[src/core/pdfs_pkg.sv]
package pdfs_pkg;

	// ==========================================================
	// register map and field layout
	localparam logic [7:0]  PDFS_ADDR_UPPER  = 8'h00;
	localparam logic [7:0]  PDFS_ADDR_LOWER  = 8'h04;
	localparam logic [7:0]  PDFS_ADDR_STATUS = 8'h08;
	localparam logic [15:0] PDFS_UPPER_RST   = 16'h0000;
	localparam logic [15:0] PDFS_LOWER_RST   = 16'h0000;
	localparam int          PDFS_FIELD_W     = 2;
	localparam int          PDFS_NUM_UPPER   = 8;
	localparam int          PDFS_NUM_LOWER   = 16;
	localparam int          PDFS_NUM_PINS    = 24;

	// ==========================================================
	// field encodings of the upper select register
	localparam logic [1:0] PDFS_FUNC_GPIO = 2'h0;
	localparam logic [1:0] PDFS_FUNC_BUS  = 2'h1;
	localparam logic [1:0] PDFS_FUNC_IRQ  = 2'h2;

	// ==========================================================
	// types
	typedef enum logic [1:0] {
		PDFS_MODE_SINGLE,
		PDFS_MODE_EXT_ROM,
		PDFS_MODE_EXT_NOROM
	} pdfs_mode_t;

	typedef enum logic [1:0] {
		PDFS_SEL_GPIO,
		PDFS_SEL_BUS,
		PDFS_SEL_IRQ
	} pdfs_sel_t;

	// drive of all 24 port pins: output level and output enable
	typedef struct packed {
		logic [23:0] dout;
		logic [23:0] oe;
	} pdfs_pad_t;

	typedef struct packed {
		logic [15:0] upper_reg;
		logic [15:0] lower_reg;
		logic [15:0] rdata;
		pdfs_pad_t   pad;
		logic [23:0] gpio_in;
		logic [23:0] bus_in;
		logic [7:0]  irq;
		logic [7:0]  bus_sel_up;
		logic [7:0]  irq_sel;
	} pdfs_state_t;

endpackage

[src/core/pdfs_top.sv]
`timescale 1ns/1ps
`default_nettype none
module pdfs_top (
	input  wire logic             mclk_i,
	input  wire logic             reset_n_i,
	input  wire logic             manual_rst_i,
	input  wire pdfs_pkg::pdfs_mode_t op_mode_i,
	input  wire logic             cs0_bus32_i,
	input  wire logic [7:0]       addr_i,
	input  wire logic [15:0]      wdata_i,
	input  wire logic             wr_i,
	input  wire logic             rd_i,
	output logic [15:0]           rdata_o,
	input  wire logic [23:0]      pad_in_i,
	output pdfs_pkg::pdfs_pad_t   pad_o,
	input  wire pdfs_pkg::pdfs_pad_t gpio_drv_i,
	input  wire pdfs_pkg::pdfs_pad_t bus_drv_i,
	output logic [23:0]           gpio_in_o,
	output logic [23:0]           bus_in_o,
	output logic [7:0]            irq_o
);
	import pdfs_pkg::*;

	typedef enum logic [1:0] {
		PDFS_REG_NONE,
		PDFS_REG_UPPER,
		PDFS_REG_LOWER,
		PDFS_REG_STATUS
	} pdfs_reg_t;

	pdfs_state_t s_reg;
	pdfs_state_t s_next;
	pdfs_sel_t   sel [PDFS_NUM_PINS];
	pdfs_reg_t   hit;

	localparam pdfs_state_t PDFS_STATE_RST = '{
		upper_reg: PDFS_UPPER_RST,
		lower_reg: PDFS_LOWER_RST,
		default:   '0
	};

	// ==========================================================
	// function decoding

	// exact match on the full byte address, so aliases read as unmapped
	function automatic pdfs_reg_t reg_decode(input logic [7:0] a);
		pdfs_reg_t r;
		r = PDFS_REG_NONE;
		if (a == PDFS_ADDR_UPPER) begin
			r = PDFS_REG_UPPER;
		end else if (a == PDFS_ADDR_LOWER) begin
			r = PDFS_REG_LOWER;
		end else if (a == PDFS_ADDR_STATUS) begin
			r = PDFS_REG_STATUS;
		end
		return r;
	endfunction

	assign hit = reg_decode(addr_i);

	function automatic pdfs_sel_t upper_sel(input logic [1:0] f, input pdfs_mode_t m,
		input logic cs32);
		pdfs_sel_t r;
		r = PDFS_SEL_GPIO;
		case (f)
			PDFS_FUNC_GPIO: begin
				if (m == PDFS_MODE_EXT_NOROM && cs32) begin
					r = PDFS_SEL_BUS;
				end
			end
			PDFS_FUNC_BUS: begin
				if (m != PDFS_MODE_SINGLE) begin
					r = PDFS_SEL_BUS;
				end
			end
			PDFS_FUNC_IRQ: begin
				r = PDFS_SEL_IRQ;
			end
			default: begin
				r = PDFS_SEL_GPIO;
			end
		endcase
		return r;
	endfunction

	function automatic pdfs_sel_t lower_sel(input logic b, input pdfs_mode_t m);
		pdfs_sel_t r;
		r = PDFS_SEL_GPIO;
		case (m)
			PDFS_MODE_EXT_NOROM: begin
				r = PDFS_SEL_BUS;
			end
			PDFS_MODE_EXT_ROM: begin
				r = b ? PDFS_SEL_BUS : PDFS_SEL_GPIO;
			end
			// single chip keeps the stored bits but never uses them
			default: begin
				r = PDFS_SEL_GPIO;
			end
		endcase
		return r;
	endfunction

	// ==========================================================
	// per-pin selection from the stored registers
	genvar gi;
	generate
		for (gi = 0; gi < PDFS_NUM_LOWER; gi++) begin : g_low
			assign sel[gi] = lower_sel(s_reg.lower_reg[gi], op_mode_i);
		end
		for (gi = 0; gi < PDFS_NUM_UPPER; gi++) begin : g_up
			assign sel[PDFS_NUM_LOWER + gi] = upper_sel(
				s_reg.upper_reg[PDFS_FIELD_W*gi +: PDFS_FIELD_W], op_mode_i, cs0_bus32_i);
		end
	endgenerate

	// ==========================================================
	// next state
	always_comb begin
		s_next = s_reg;
		s_next.rdata = '0;

		// register writes; status is read only
		if (wr_i) begin
			if (hit == PDFS_REG_UPPER) begin
				s_next.upper_reg = wdata_i;
			end else if (hit == PDFS_REG_LOWER) begin
				s_next.lower_reg = wdata_i;
			end
		end

		// manual or watchdog reset keeps lower
		// placed after the write so the reset wins a same-cycle write
		if (manual_rst_i) begin
			s_next.upper_reg = PDFS_UPPER_RST;
		end

		// unmapped reads return zero, the slave never stalls
		// status reports the registered selection, one cycle behind the registers
		if (rd_i) begin
			if (hit == PDFS_REG_UPPER) begin
				s_next.rdata = s_reg.upper_reg;
			end else if (hit == PDFS_REG_LOWER) begin
				s_next.rdata = s_reg.lower_reg;
			end else if (hit == PDFS_REG_STATUS) begin
				s_next.rdata = {s_reg.bus_sel_up, s_reg.irq_sel};
			end
		end

		// drive requests of the selected owner pass through; irq pins are never driven; the owning logic decides direction

		for (int i = 0; i < PDFS_NUM_PINS; i++) begin
			s_next.pad.dout[i] = gpio_drv_i.dout[i];
			s_next.pad.oe[i]   = gpio_drv_i.oe[i];
			s_next.gpio_in[i]  = pad_in_i[i];
			s_next.bus_in[i]   = 1'b0;
			if (sel[i] == PDFS_SEL_BUS) begin
				s_next.pad.dout[i] = bus_drv_i.dout[i];
				s_next.pad.oe[i]   = bus_drv_i.oe[i];
				s_next.gpio_in[i]  = 1'b0;
				s_next.bus_in[i]   = pad_in_i[i];
			end else if (sel[i] == PDFS_SEL_IRQ) begin
				s_next.pad.dout[i] = 1'b0;
				s_next.pad.oe[i]   = 1'b0;
				s_next.gpio_in[i]  = 1'b0;
			end
		end

		for (int k = 0; k < PDFS_NUM_UPPER; k++) begin
			// forward sampled level
			// level only: edge detection belongs to the interrupt controller
			if (sel[PDFS_NUM_LOWER + k] == PDFS_SEL_IRQ) begin
				s_next.irq[k] = pad_in_i[PDFS_NUM_LOWER + k];
			end else begin
				s_next.irq[k] = 1'b0;
			end
			s_next.irq_sel[k]    = (sel[PDFS_NUM_LOWER + k] == PDFS_SEL_IRQ);
			s_next.bus_sel_up[k] = (sel[PDFS_NUM_LOWER + k] == PDFS_SEL_BUS);
		end
	end

	// ==========================================================
	// state register; reset_n_i is the external power-on reset
	always_ff @(posedge mclk_i) begin
		if (!reset_n_i) begin
			s_reg <= PDFS_STATE_RST;
		end else begin
			s_reg <= s_next;
		end
	end

	// ==========================================================
	// outputs, each taken straight from the state register
	assign rdata_o   = s_reg.rdata;
	assign pad_o     = s_reg.pad;
	assign gpio_in_o = s_reg.gpio_in;
	assign bus_in_o  = s_reg.bus_in;
	assign irq_o     = s_reg.irq;

endmodule
`default_nettype wire

[config.mk]
export PLATFORM = sky130hd
export DESIGN_NAME = pdfs_top
export DESIGN_NICKNAME = d
export VERILOG_FILES = /design/src/core/pdfs_pkg.sv /design/src/core/pdfs_top.sv
export SDC_FILE = /design/constraint.sdc
export NUM_CORES = 1
export LEC_CHECK = 0
export BUFFER_PORTS_ARGS = -buffer_cell sky130_fd_sc_hd__buf_2
export CAP_MARGIN = 40
export CELL_PAD_IN_SITES_DETAIL_PLACEMENT = 1
export CELL_PAD_IN_SITES_GLOBAL_PLACEMENT = 1
export CORE_ASPECT_RATIO = 1.5
export CORE_MARGIN = 8
export CORE_UTILIZATION = 38
export DETAILED_ROUTE_END_ITERATION = 10
export PLACE_DENSITY_LB_ADDON = 0.05
export SYNTH_ARGS = -nofsm -noshare
export SYNTH_HDL_FRONTEND = slang
export SYNTH_SLANG_ARGS = --single-unit
[constraint.sdc]
create_clock -name mclk_i -period 4.3 [get_ports mclk_i]
set_input_delay 0.86 -clock mclk_i [delete_from_list [all_inputs] [get_ports mclk_i]]
set_output_delay 0.86 -clock mclk_i [all_outputs]
set_load 0.03 [all_outputs]
======== Word level (Yosys, flattened, before mapping) ========
Index checks and enable logic that the tools add are counted.
word-level totals
  bits in registers ....................... 168
  input bits .............................. 152
  logic and storage cells ................. 351
operators by class
  equality and inequality tests ........... 71
  muxes and demuxes ....................... 144
  bitwise logic cells ..................... 2
  reduce and logical (&&, ||, !) cells .... 71
operators by type and width
  kind                number
  $mux 1              114
  $reduce_or 3->1     24
  $eq 2x2->1 const B  35
  $eq 2x1->1 const B  34
  $reduce_and 2->1    34
  $mux 16             3
  $pmux 2 s3          8
  $pmux 1 s2          16
  $logic_not 2->1     8
  $eq 8x3->1 const B  1
  $eq 8x4->1 const B  1
  $logic_not 8->1     1
  $mux 2              3
  $reduce_and 3->1    1
  $not 1->1           2
  $reduce_bool 2->1   1
  $reduce_or 2->1     1
  $logic_and 1x1->1   1

======== Depth between registers and ports, before layout ========
Gate-level depths: netlist of the first run.
  depth in word-level cells ............... 8
  gate-level depth with buffers ........... 7

======== Least setup slack after synthesis of the first run ========
OpenSTA, ideal clock, no wires.
  kind .................................... input port to flip-flop
  from .................................... in addr_i[3]
  to ...................................... reg s_reg[156] (netlist name)
  setup time .............................. 0.132 ns
  arrival time ............................ 2.014 ns
  data required time ...................... 4.168 ns
  setup slack ............................. 2.154 ns
  cell stages on the path ................. 6
  path through ............................ buf_6 -> or4b_1 -> buf_2 -> buf_6 -> o31ai_1 -> a21oi_1
between the ends
  cells in the longest elaborated chain, start to end .. 6
  elaborated cells between the ends (all ways) .. 8
RTL lines
  element                                line             text
  from (decl)                            pdfs_top.sv:9    input wire logic [7:0] addr_i,
  $eq 8x4->1                             pdfs_top.sv:53   end else if (a == PDFS_ADDR_STATUS) begin
  $mux 2                                 pdfs_top.sv:53
  $mux 2                                 pdfs_top.sv:51   end else if (a == PDFS_ADDR_LOWER) begin
  $mux 2 (*)                             pdfs_top.sv:49   if (a == PDFS_ADDR_UPPER) begin
  $eq 2x1->1 (*)                         pdfs_top.sv:125  if (hit == PDFS_REG_UPPER) begin
  $reduce_and 2->1 (no source line) (*)  --
  to (signal assigned)                   pdfs_top.sv:188  s_reg <= s_next;
  to (decl)                              pdfs_top.sv:31   pdfs_state_t s_reg;
Mark *: on every way between the ends. The rest lies on a longest branch, timed or not.
A chain may end at the register's enable or synchronous reset.

======== Worst setup path after layout of the first run ========
  from .................................... in op_mode_i[0]
  to ...................................... reg s_reg (netlist bit pad_o[24])
between the ends
  cells in the longest elaborated chain, start to end .. 5
  elaborated cells between the ends (all ways) .. 7
RTL lines
  element                                   line             text
  from (decl)                               pdfs_top.sv:7    input wire pdfs_pkg::pdfs_mode_t op_mode_i,
  $eq 2x1->1 or $eq 2x2->1 (tied branches)  pdfs_top.sv:89   case (m)
  $pmux 1 s2 (*)                            pdfs_top.sv:89
  $eq 2x2->1                                pdfs_top.sv:162  end else if (sel[i] == PDFS_SEL_IRQ) begin
  $mux 1                                    pdfs_top.sv:162
  $mux 1 (*)                                pdfs_top.sv:157  if (sel[i] == PDFS_SEL_BUS) begin
Marks and branches as above.

==> run_results.csv, run 1 <==
group,metric,value,unit
sta,setup_tns,0,ps
synth,synth-edff-count,0,
power_and_ir_drop,finalPower,3.76,mW
placement,dp_hpwl,17600,um
critical_path,cp-start-kind,"primary input",
sta,finalCritPeriodShare,51.3,%
synth,synthCells,796,
cts,clock_latency,420,ps
cts,htreeDepth,4,
die,rows,61,
critical_path,crit_type,"primary input to flip-flop",
cts,cts_repair_resize_count,0,
route,routed_via_density,4.99,
run,drv_cap,0,
global_routing,grt_overflow,0,
placement,dp_slack,1650,ps
critical_path,reg2regPathDepth,3,
synth,yosys_warnings,0,
sta,hold_viol,0,
global_routing,grt_max_degree,59,
cells_and_area,drive_above_1_share,35.2,%
route,post_drt_wl_per_cell,18.9,um
die,core_area,0.0185,sq mm
placement,gp_congestion,0.765,
synth,syn_nets,951,
route,drc,0,
cells_and_area,final_nets,1079,
cts,clock-root-buffer,"clkbuf_16",
route,firstDrtPassIters,4,
power_and_ir_drop,power_leakage,4.01,nW
min_path,min_path_cells,2,
sta,slew_headroom,45.1,%
sta,period_needed,2210,ps
synth,ys_seq_area_share,46.7,%
route,detail-route-antenna-nets,0,
die,die_w,128,um
placement,portBuffers,271,
synth,ys_ff_latch,168,
die,die_h,185,um
global_routing,grt_use_total,19.0,%
route,wl,22400,um
die,die_area,0.0237,sq mm
sta,tightest_slew,824,ps
synth,syn_area,0.00720,sq mm
global_routing,grt_pass1_vias,6692,
cts,postCtsHoldBufs,0,
sta,grt_setup_unrepaired,"no",
cells_and_area,fillers,2212,
synth,async_reset_ff_share,0,%
global_routing,antenna_found_initial,3,
critical_path,critPathCaptureType,"flip-flop",
critical_path,critical_path_peak_fanout,49,
power_and_ir_drop,pwr_density_cell,440,mW/mm^2
run_status,status,"finished, final reports clean",
sta,maxSlewViolCount,0,
synth,synth-main-ff-cell,"dfxtp_1",
sta,setup_violations,0,
cts,cts_tree,"done",
cts,cts_buffers,17,
min_path,hold_path.class,"flip-flop to flip-flop",
die,start_util,38.8,%
power_and_ir_drop,ir_drop,0.246,mV
critical_path,required,4580,ps
sta,fmax,453,MHz
route,vias,5929,
cts,cts_setup_buffers,0,
die,boundaryPins,272,
sta,worst_clock_skew,9.31,ps
cts,clockBufferDepth,2,
synth,syn_avg_cell_area,9.05,sq um
global_routing,grt_pass1_wl,35500,um
critical_path,critical_path_arrival,2490,ps
cts,clk_pin_slew,60,ps
route,drt_iter0_drc,175,
cells_and_area,areaGrowthSynthToFinish,18.5,%
cts,cts.sinks,168,
synth,synth_cell_type_count,32,
sta,worst_slack,2090,ps
==> layout by cell type (no fill, tap or decap), types with 2 or more instances in the layout <==
master / Yosys / layout
nor2_1: 9 / 9
ha_1: 3 / 2
and2_1: 24 / 24
buf_16: 0 / 2
nand3b_1: 8 / 8
nand4_1: 16 / 16
nand2_1: 72 / 72
clkbuf_8: 0 / 2
o21ai_0: 40 / 40
a211oi_1: 8 / 8
clkbuf_1: 36 / 3
o31ai_1: 16 / 16
bufinv_16: 0 / 6
a22o_1: 16 / 16
mux2i_1: 32 / 32
a21o_1: 16 / 16
or2_2: 16 / 16
a21oi_1: 104 / 104
nand2b_1: 9 / 9
nand3_1: 32 / 32
buf_4: 120 / 5
inv_1: 5 / 4
nor3_1: 16 / 16
dfxtp_1: 168 / 168
clkbuf_16: 0 / 17
buf_2: 7 / 271
a211o_1: 8 / 8
==> per-layer routing <==
metal	track usage [%]	routed length, um
met5	0	35
met4	5.64	361
met3	7.95	2080
met2	34.1	11400
met1	19.5	8530
==> cell type report <==
cell class / count / area [sq um] / area share [%]
Tap cell: 252 / 315 / 3.69
Inverter: 5 / 18.8 / 0.220
Multi-Input combinational cell: 452 / 2700 / 31.7
Clock buffer: 22 / 464 / 5.44
Timing Repair Buffer: 280 / 1480 / 17.3
Sequential cell: 168 / 3360 / 39.4
Antenna cell: 1 / 2.50 / 0.0293
Clock inverter: 8 / 194 / 2.27
==> final timing paths <==
| check | end | slack [ps] | start |
|---|---|---|---|
| setup / recovery | pad_o[24] | 2090 | op_mode_i[0] |
| hold / removal | rdata_o[5] | 450 | s_reg[5] |
| setup reg to reg | pad_o[23] | 2910 | s_reg[166] |
| hold reg to reg | rdata_o[5] | 450 | s_reg[5] |
==> kinds of logic (layout without fill, tap and decap cells) <==
logic type | after synthesis | count (layout) | synth area share [%]
AO/OA/AOI/OAI | 208 | 208 | 17.1
adder cells (fa/ha/maj) | 3 | 3 | 0.521
buffers and inverters | 176 | 315 | 15.9
flip-flops | 168 | 168 | 46.7
multiplexers | 32 | 32 | 4.45
other | 0 | 1 | 0
AND/OR/NAND/NOR | 209 | 209 | 15.4
==> worst max-delay path, cell delays in order <==
cell and delay [ps]:
buf_2 90, inv_1 50, ha_1 270, buf_4 440, inv_1 80, buf_4 290, o21ai_0 250, a21oi_1 90
==> report_power, final <==
part	switching (mW)	internal, mW	total (mW)
combinational	0.283	0.142	0.425
clock	0.598	1.11	1.71
sequential	0.0129	1.61	1.62
==> stage by stage <==
step / cells / util, % / hold slack (ps) / cell area [sq um]
after CTS: 1187 / 46.0 / 451 / 8530
final: 1188 / 46.0 / 446 / 8530
after global placement: 1153 / 42.0 / 442 / 7790
after floorplan: 796 / - / 422 / 7200
after detailed placement: 1157 / 42.5 / 435 / 7870
after global routing: 1187 / 46.0 / 465 / 8530
==> cells in the mapped netlist (3+ instances only) <==
library cell / number / area, sq um
a211o_1: 8 / 70.1
a211oi_1: 8 / 60.1
a21o_1: 16 / 120
a21oi_1: 104 / 521
a22o_1: 16 / 140
and2_1: 24 / 150
buf_1: 5 / 18.8
buf_2: 7 / 35.0
buf_4: 120 / 901
buf_6: 3 / 33.8
clkbuf_1: 36 / 135
dfxtp_1: 168 / 3360
ha_1: 3 / 37.5
inv_1: 5 / 18.8
mux2i_1: 32 / 320
nand2_1: 72 / 270
nand2b_1: 9 / 56.3
nand3_1: 32 / 160
nand3b_1: 8 / 60.1
nand4_1: 16 / 100
nor2_1: 9 / 33.8
nor3_1: 16 / 80.1
o21ai_0: 40 / 200
o31ai_1: 16 / 120
or2_2: 16 / 100
Note: power is estimated with default switching activity, not from simulation.
==> run 2: changes to the inputs <==
--- a/config.mk
+++ b/config.mk
@@ -11,7 +11,7 @@
 export CELL_PAD_IN_SITES_GLOBAL_PLACEMENT = 1
 export CORE_ASPECT_RATIO = 1.5
 export CORE_MARGIN = 8
-export CORE_UTILIZATION = 38
+export CORE_UTILIZATION = 32
 export DETAILED_ROUTE_END_ITERATION = 10
 export PLACE_DENSITY_LB_ADDON = 0.05
 export SYNTH_ARGS = -nofsm -noshare
==> constraint.sdc (replaced) <==
create_clock -name mclk_i -period 1.8 [get_ports mclk_i]
set_input_delay 0.36 -clock mclk_i [delete_from_list [all_inputs] [get_ports mclk_i]]
set_output_delay 0.36 -clock mclk_i [all_outputs]
set_load 0.03 [all_outputs]
==> run 2 against run 1 <==
Final area is 2.5% higher. First-iteration DRC count is 25% lower. Power grew 140%.
==> run_results.csv, run 2 (synthesis gave the netlist of run 1 again) <==
group,metric,value,unit
run_status,status,"finished, final reports clean",
min_path,min_path_cells,2,
placement,gp_congestion,0.760,
power_and_ir_drop,sw_frac_of_total,24.9,%
critical_path,reg2regPathDepth,4,
power_and_ir_drop,intPower,6.74,mW
die,start_util,32.4,%
power_and_ir_drop,power.share.clock,45.2,%
cts,cts.sinks,168,
power_and_ir_drop,pwr_density_cell,1030,mW/mm^2
global_routing,grt_pass1_vias,6736,
global_routing,grt_overflow,0,
critical_path,critical_path_peak_fanout,16,
placement,dp_hpwl,18600,um
sta,fmax,700,MHz
global_routing,antenna_found_initial,4,
min_path,min_to,"pad_o[21]",
route,drc,0,
cts,clk_pin_slew,60,ps
die,die_area,0.0277,sq mm
power_and_ir_drop,power_leakage,4.10,nW
critical_path,worst_r2r_endpoint,"pad_o[47]",
critical_path,r2r-start,"s_reg[166]",
cells_and_area,final_common_cell,"buf_2",
critical_path,cp-start-kind,"primary input",
global_routing,use_met3,7.27,%
die,die_h,200,um
min_path,min_from,"gpio_drv_i[21]",
sta,setup_violations,0,
cts,htreeDepth,4,
cells_and_area,drive_above_1_share,36.7,%
sta,grt_setup_unrepaired,"no",
critical_path,required,2110,ps
sta,tightest_slew,641,ps
critical_path,critPathCaptureType,"flip-flop",
sta,finalCritPeriodShare,79.3,%
route,drt_iter0_drc,131,
route,routed_via_density,4.90,
critical_path,regToRegSetupSlack,590,ps
cts,clock_latency,420,ps
die,rows,67,
route,vias,6034,
placement,portBuffers,271,
die,core_area,0.0222,sq mm
cts,clock-root-buffer,"clkbuf_16",
global_routing,met1_usage,17.1,%
cells_and_area,final_cell_mix,"271 x buf_2, 168 x dfxtp_1, 104 x a21oi_1",
sta,slew_headroom,57.2,%
route,post_drt_wl_per_cell,19.2,um
global_routing,grt-busiest-layer,"met2",
sta,hold_viol,0,
cts,cts_buffers,17,
power_and_ir_drop,p_sw,2.24,mW
min_path,hold_path.class,"primary input to flip-flop",
power_and_ir_drop,pwr-share-seq,43.1,%
power_and_ir_drop,p_comb_share,11.8,%
cells_and_area,regArea,0.00336,sq mm
route,firstDrtPassIters,4,
route,detail-route-antenna-nets,0,
sta,period_needed,1430,ps
power_and_ir_drop,ir_drop,0.582,mV
sta,maxSlewViolCount,0,
cts,cts_repair_resize_count,0,
cells_and_area,areaGrowthSynthToFinish,21.4,%
sta,worst_clock_skew,8.42,ps
run,drv_cap,0,
cts,clockBufferDepth,2,
cts,cts_setup_buffers,0,
critical_path,critical_path_arrival,1740,ps
global_routing,grt_max_degree,59,
cells_and_area,multiInputGateArea,0.00270,sq mm
cells_and_area,final_cells,1232,
cts,postCtsHoldBufs,0,
cells_and_area,final_nets,1097,
power_and_ir_drop,finalPower,8.98,mW
die,die_w,139,um
cts,cts_tree,"done",
cells_and_area,fillers,2618,
global_routing,grt_pass1_wl,37100,um
route,wl,23600,um
global_routing,grt_use_total,16.9,%
critical_path,crit_type,"primary input to flip-flop",
placement,place_inst,1199,
global_routing,grt_use_met2,30.6,%
die,boundaryPins,272,
-- run 2: final cells by class --
type / instances / share of cell area [%]
inverter: 5 / 0.215
antenna: 2 / 0.0572
tap: 276 / 3.95
sequential: 168 / 38.5
clock inverter: 11 / 2.23
multi-input combinational: 452 / 30.9
clock buffer: 20 / 5.22
timing repair buffer: 298 / 19.0
-- run 2: how the worst max path moves through the flow --
stage / cells after the start / start / endpoint
6_report: 7 / op_mode_i[0] / pad_o[47]
3_5_place_dp: 7 / op_mode_i[0] / pad_o[23]
5_1_grt: 6 / op_mode_i[0] / pad_o[42]
4_1_cts: 7 / op_mode_i[0] / pad_o[18]
3_3_place_gp: 7 / op_mode_i[0] / pad_o[45]
2_1_floorplan: 6 / addr_i[3] / s_reg[156]
-- run 2: per-stage QoR --
step	setup TNS (ps)	worst slack (ps)	hold WS [ps]	area, sq um	util [%]
finish	0	372	152	8740	39.4
global route	0	224	128	8740	39.4
CTS	0	362	125	8740	39.3
detailed placement	-1800	-107	440	8090	36.4
global placement	-829	-57.7	439	8090	36.4
floorplan	0	154	422	7200	-
-- run 2: power by group through the flow --
| stage | clock network (mW) | logic [mW] | registers [mW] |
|---|---|---|---|
| after floorplan | 0 | 0.753 | 3.94 |
| after global placement | 0 | 1.05 | 3.95 |
| after global routing | 4.33 | 1.15 | 3.88 |
| after CTS | 4.18 | 1.08 | 3.87 |
| after detailed placement | 0 | 1.07 | 3.95 |
| final | 4.06 | 1.06 | 3.87 |
-- run 2: critical path, stage by stage --
cell,delay [ps]
buf_2,110
inv_1,80
ha_1,550
nand2b_1,190
a211oi_1,70
buf_4,160
a22o_1,220
-- run 2: per-layer routing --
metal | routed length (um) | vias up
met5 | 34 | -
met4 | 392 | 6
met3 | 1930 | 33
met2 | 12300 | 191
met1 | 8980 | 2882
li1 | - | 2922
==> run 3: changes to the inputs <==
==> constraint.sdc (replaced) <==
create_clock -name mclk_i -period 1.2 [get_ports mclk_i]
set_input_delay 0.24 -clock mclk_i [delete_from_list [all_inputs] [get_ports mclk_i]]
set_output_delay 0.24 -clock mclk_i [all_outputs]
set_load 0.03 [all_outputs]
==> run 3 against run 2 <==
Sequential share of layout area down 3.1 points. Non-clock buffer count rose by 41. Power rose by 45%. First-iteration DRC count rose by 8.4%. Cell count increased by 3.2%. Count of clock-buffer cells in the layout unchanged. Via count up 2.3%.
==> run_results.csv, run 3 (synthesis gave the netlist of run 1 again) <==
group,metric,value,unit
die,start_util,32.4,%
critical_path,cp_slowest_cell,"or4_1",
global_routing,grt_use_total,17.0,%
die,core_area,0.0222,sq mm
route,wl_met3,1430,um
sta,setup_violations,0,
sta,hold_viol,0,
route,drc,0,
power_and_ir_drop,ir_drop,0.907,mV
sta,maxSlewViolCount,0,
cts,cts.sinks,168,
route,vias,6171,
critical_path,path_cells,"buf_2 -> or4_1 -> buf_6 -> o31ai_1 -> a21oi_1",
placement,dp_slack,-496,ps
cts,clock-root-buffer,"clkbuf_16",
cells_and_area,n_antenna_cell,0,
sta,worst_clock_skew,7.83,ps
cells_and_area,final_cell_mix,"170 x buf_2, 158 x dfxtp_1, 120 x buf_4",
power_and_ir_drop,finalPower,13.0,mW
cts,clk_pin_slew,60,ps
sta,worst_slack,8.43,ps
sta,fmax,839,MHz
die,die_w,139,um
critical_path,required,1500,ps
cts,cts_setup_buffers,0,
critical_path,crit_type,"primary input to flip-flop",
global_routing,grt_max_degree,49,
power_and_ir_drop,pwr_density_cell,1360,mW/mm^2
placement,gp_congestion,0.757,
route,drt_iter0_drc,142,
cts,htreeDepth,4,
die,die_h,200,um
die,rows,67,
route,highest_layer,"met5",
cells_and_area,final_nets,1138,
critical_path,cp-start-kind,"primary input",
cells_and_area,final_util,43.0,%
global_routing,grt_pass1_wl,37400,um
cts,cts_tree,"done",
die,die_area,0.0277,sq mm
route,detail-route-antenna-nets,0,
route,wl_met1,9240,um
route,firstDrtPassIters,4,
route,routed_via_density,4.85,
route,wl,24100,um
run_status,status,"finished, final reports clean",
sta,tightest_slew,431,ps
sta,finalCritPeriodShare,99.3,%
critical_path,slowest_delay,570,ps
critical_path,critical_path_peak_fanout,16,
sta,period_needed,1190,ps
cts,cts_buffers,17,
sta,slew_headroom,71.3,%
global_routing,antenna_found_initial,1,
placement,portBuffers,271,
global_routing,grt_overflow,0,
cells_and_area,drive_above_1_share,44.8,%
min_path,hold_path.class,"primary input to flip-flop",
run,drv_cap,0,
cts,clockBufferDepth,2,
route,met2_length,12900,um
cells_and_area,areaGrowthSynthToFinish,32.7,%
route,post_drt_wl_per_cell,19.0,um
global_routing,grt_pass1_vias,7030,
critical_path,critPathCaptureType,"flip-flop",
cts,clock_latency,430,ps
cells_and_area,final_common_cell,"buf_2",
power_and_ir_drop,power_leakage,4.32,nW
placement,place_inst,1233,
placement,dp_hpwl,18900,um
critical_path,critical_path_arrival,1490,ps
die,boundaryPins,272,
cells_and_area,final_cells,1272,
run 3: critical path, delay by kind of cell:
family | cells | cell delay, ps
AO/OA/AOI/OAI | 2 | 370
buffers and inverters | 2 | 300
AND/OR/NAND/NOR | 1 | 570
run 3: power by group:
group	total, mW	switching (mW)	internal [mW]
clock network	5.41	2.25	3.16
logic	1.78	1.07	0.708
registers	5.81	0.0531	5.76
total	13.0	3.37	9.63
run 3: area by class of cell:
class | instances | area [sq um]
clock inverter | 12 | 126
fill | 2581 | 12700
multi-input combinational | 452 | 2950
tap | 276 | 345
sequential | 168 | 3380
inverter | 5 | 21.3
clock buffer | 20 | 457
timing repair buffer | 339 | 2280
run 3: path summary, 6_finish.rpt:
path / start / endpoint / slack [ps] / cells past startpoint
worst max register to register: s_reg[166] / pad_o[47] / 40 / 4
worst min register to register: s_reg[6] / rdata_o[6] / 450 / 2
worst max-delay path: addr_i[5] / s_reg[158] / 8 / 5
worst min-delay path: gpio_drv_i[22] / pad_o[22] / 20 / 2
run 3: repair_timing:
item | CTS | global route
hold buffers | 7 | 0
hold endpoints to repair | 7 | 0
endpoints found under the setup margin | 38 | 111
gates resized for setup | 37 | 133
run 3: metal layers:
metal / GRT usage (%) / vias to the layer above
li1: - / 2996
met1: 17.7 / 2945
met2: 31.9 / 192
met3: 5.07 / 36
met4: 6.30 / 2
met5: 0 / -
run 3: through the flow:
step,cell area (sq um),hold WS [ps],TNS (ps)
2_1_floorplan,7500,362,-7010
3_3_place_gp,8560,448,-31560
3_5_place_dp,8560,444,-36650
4_1_cts,9310,0.954,0
5_1_grt,9560,6.83,-97.1
6_report,9560,23.6,0
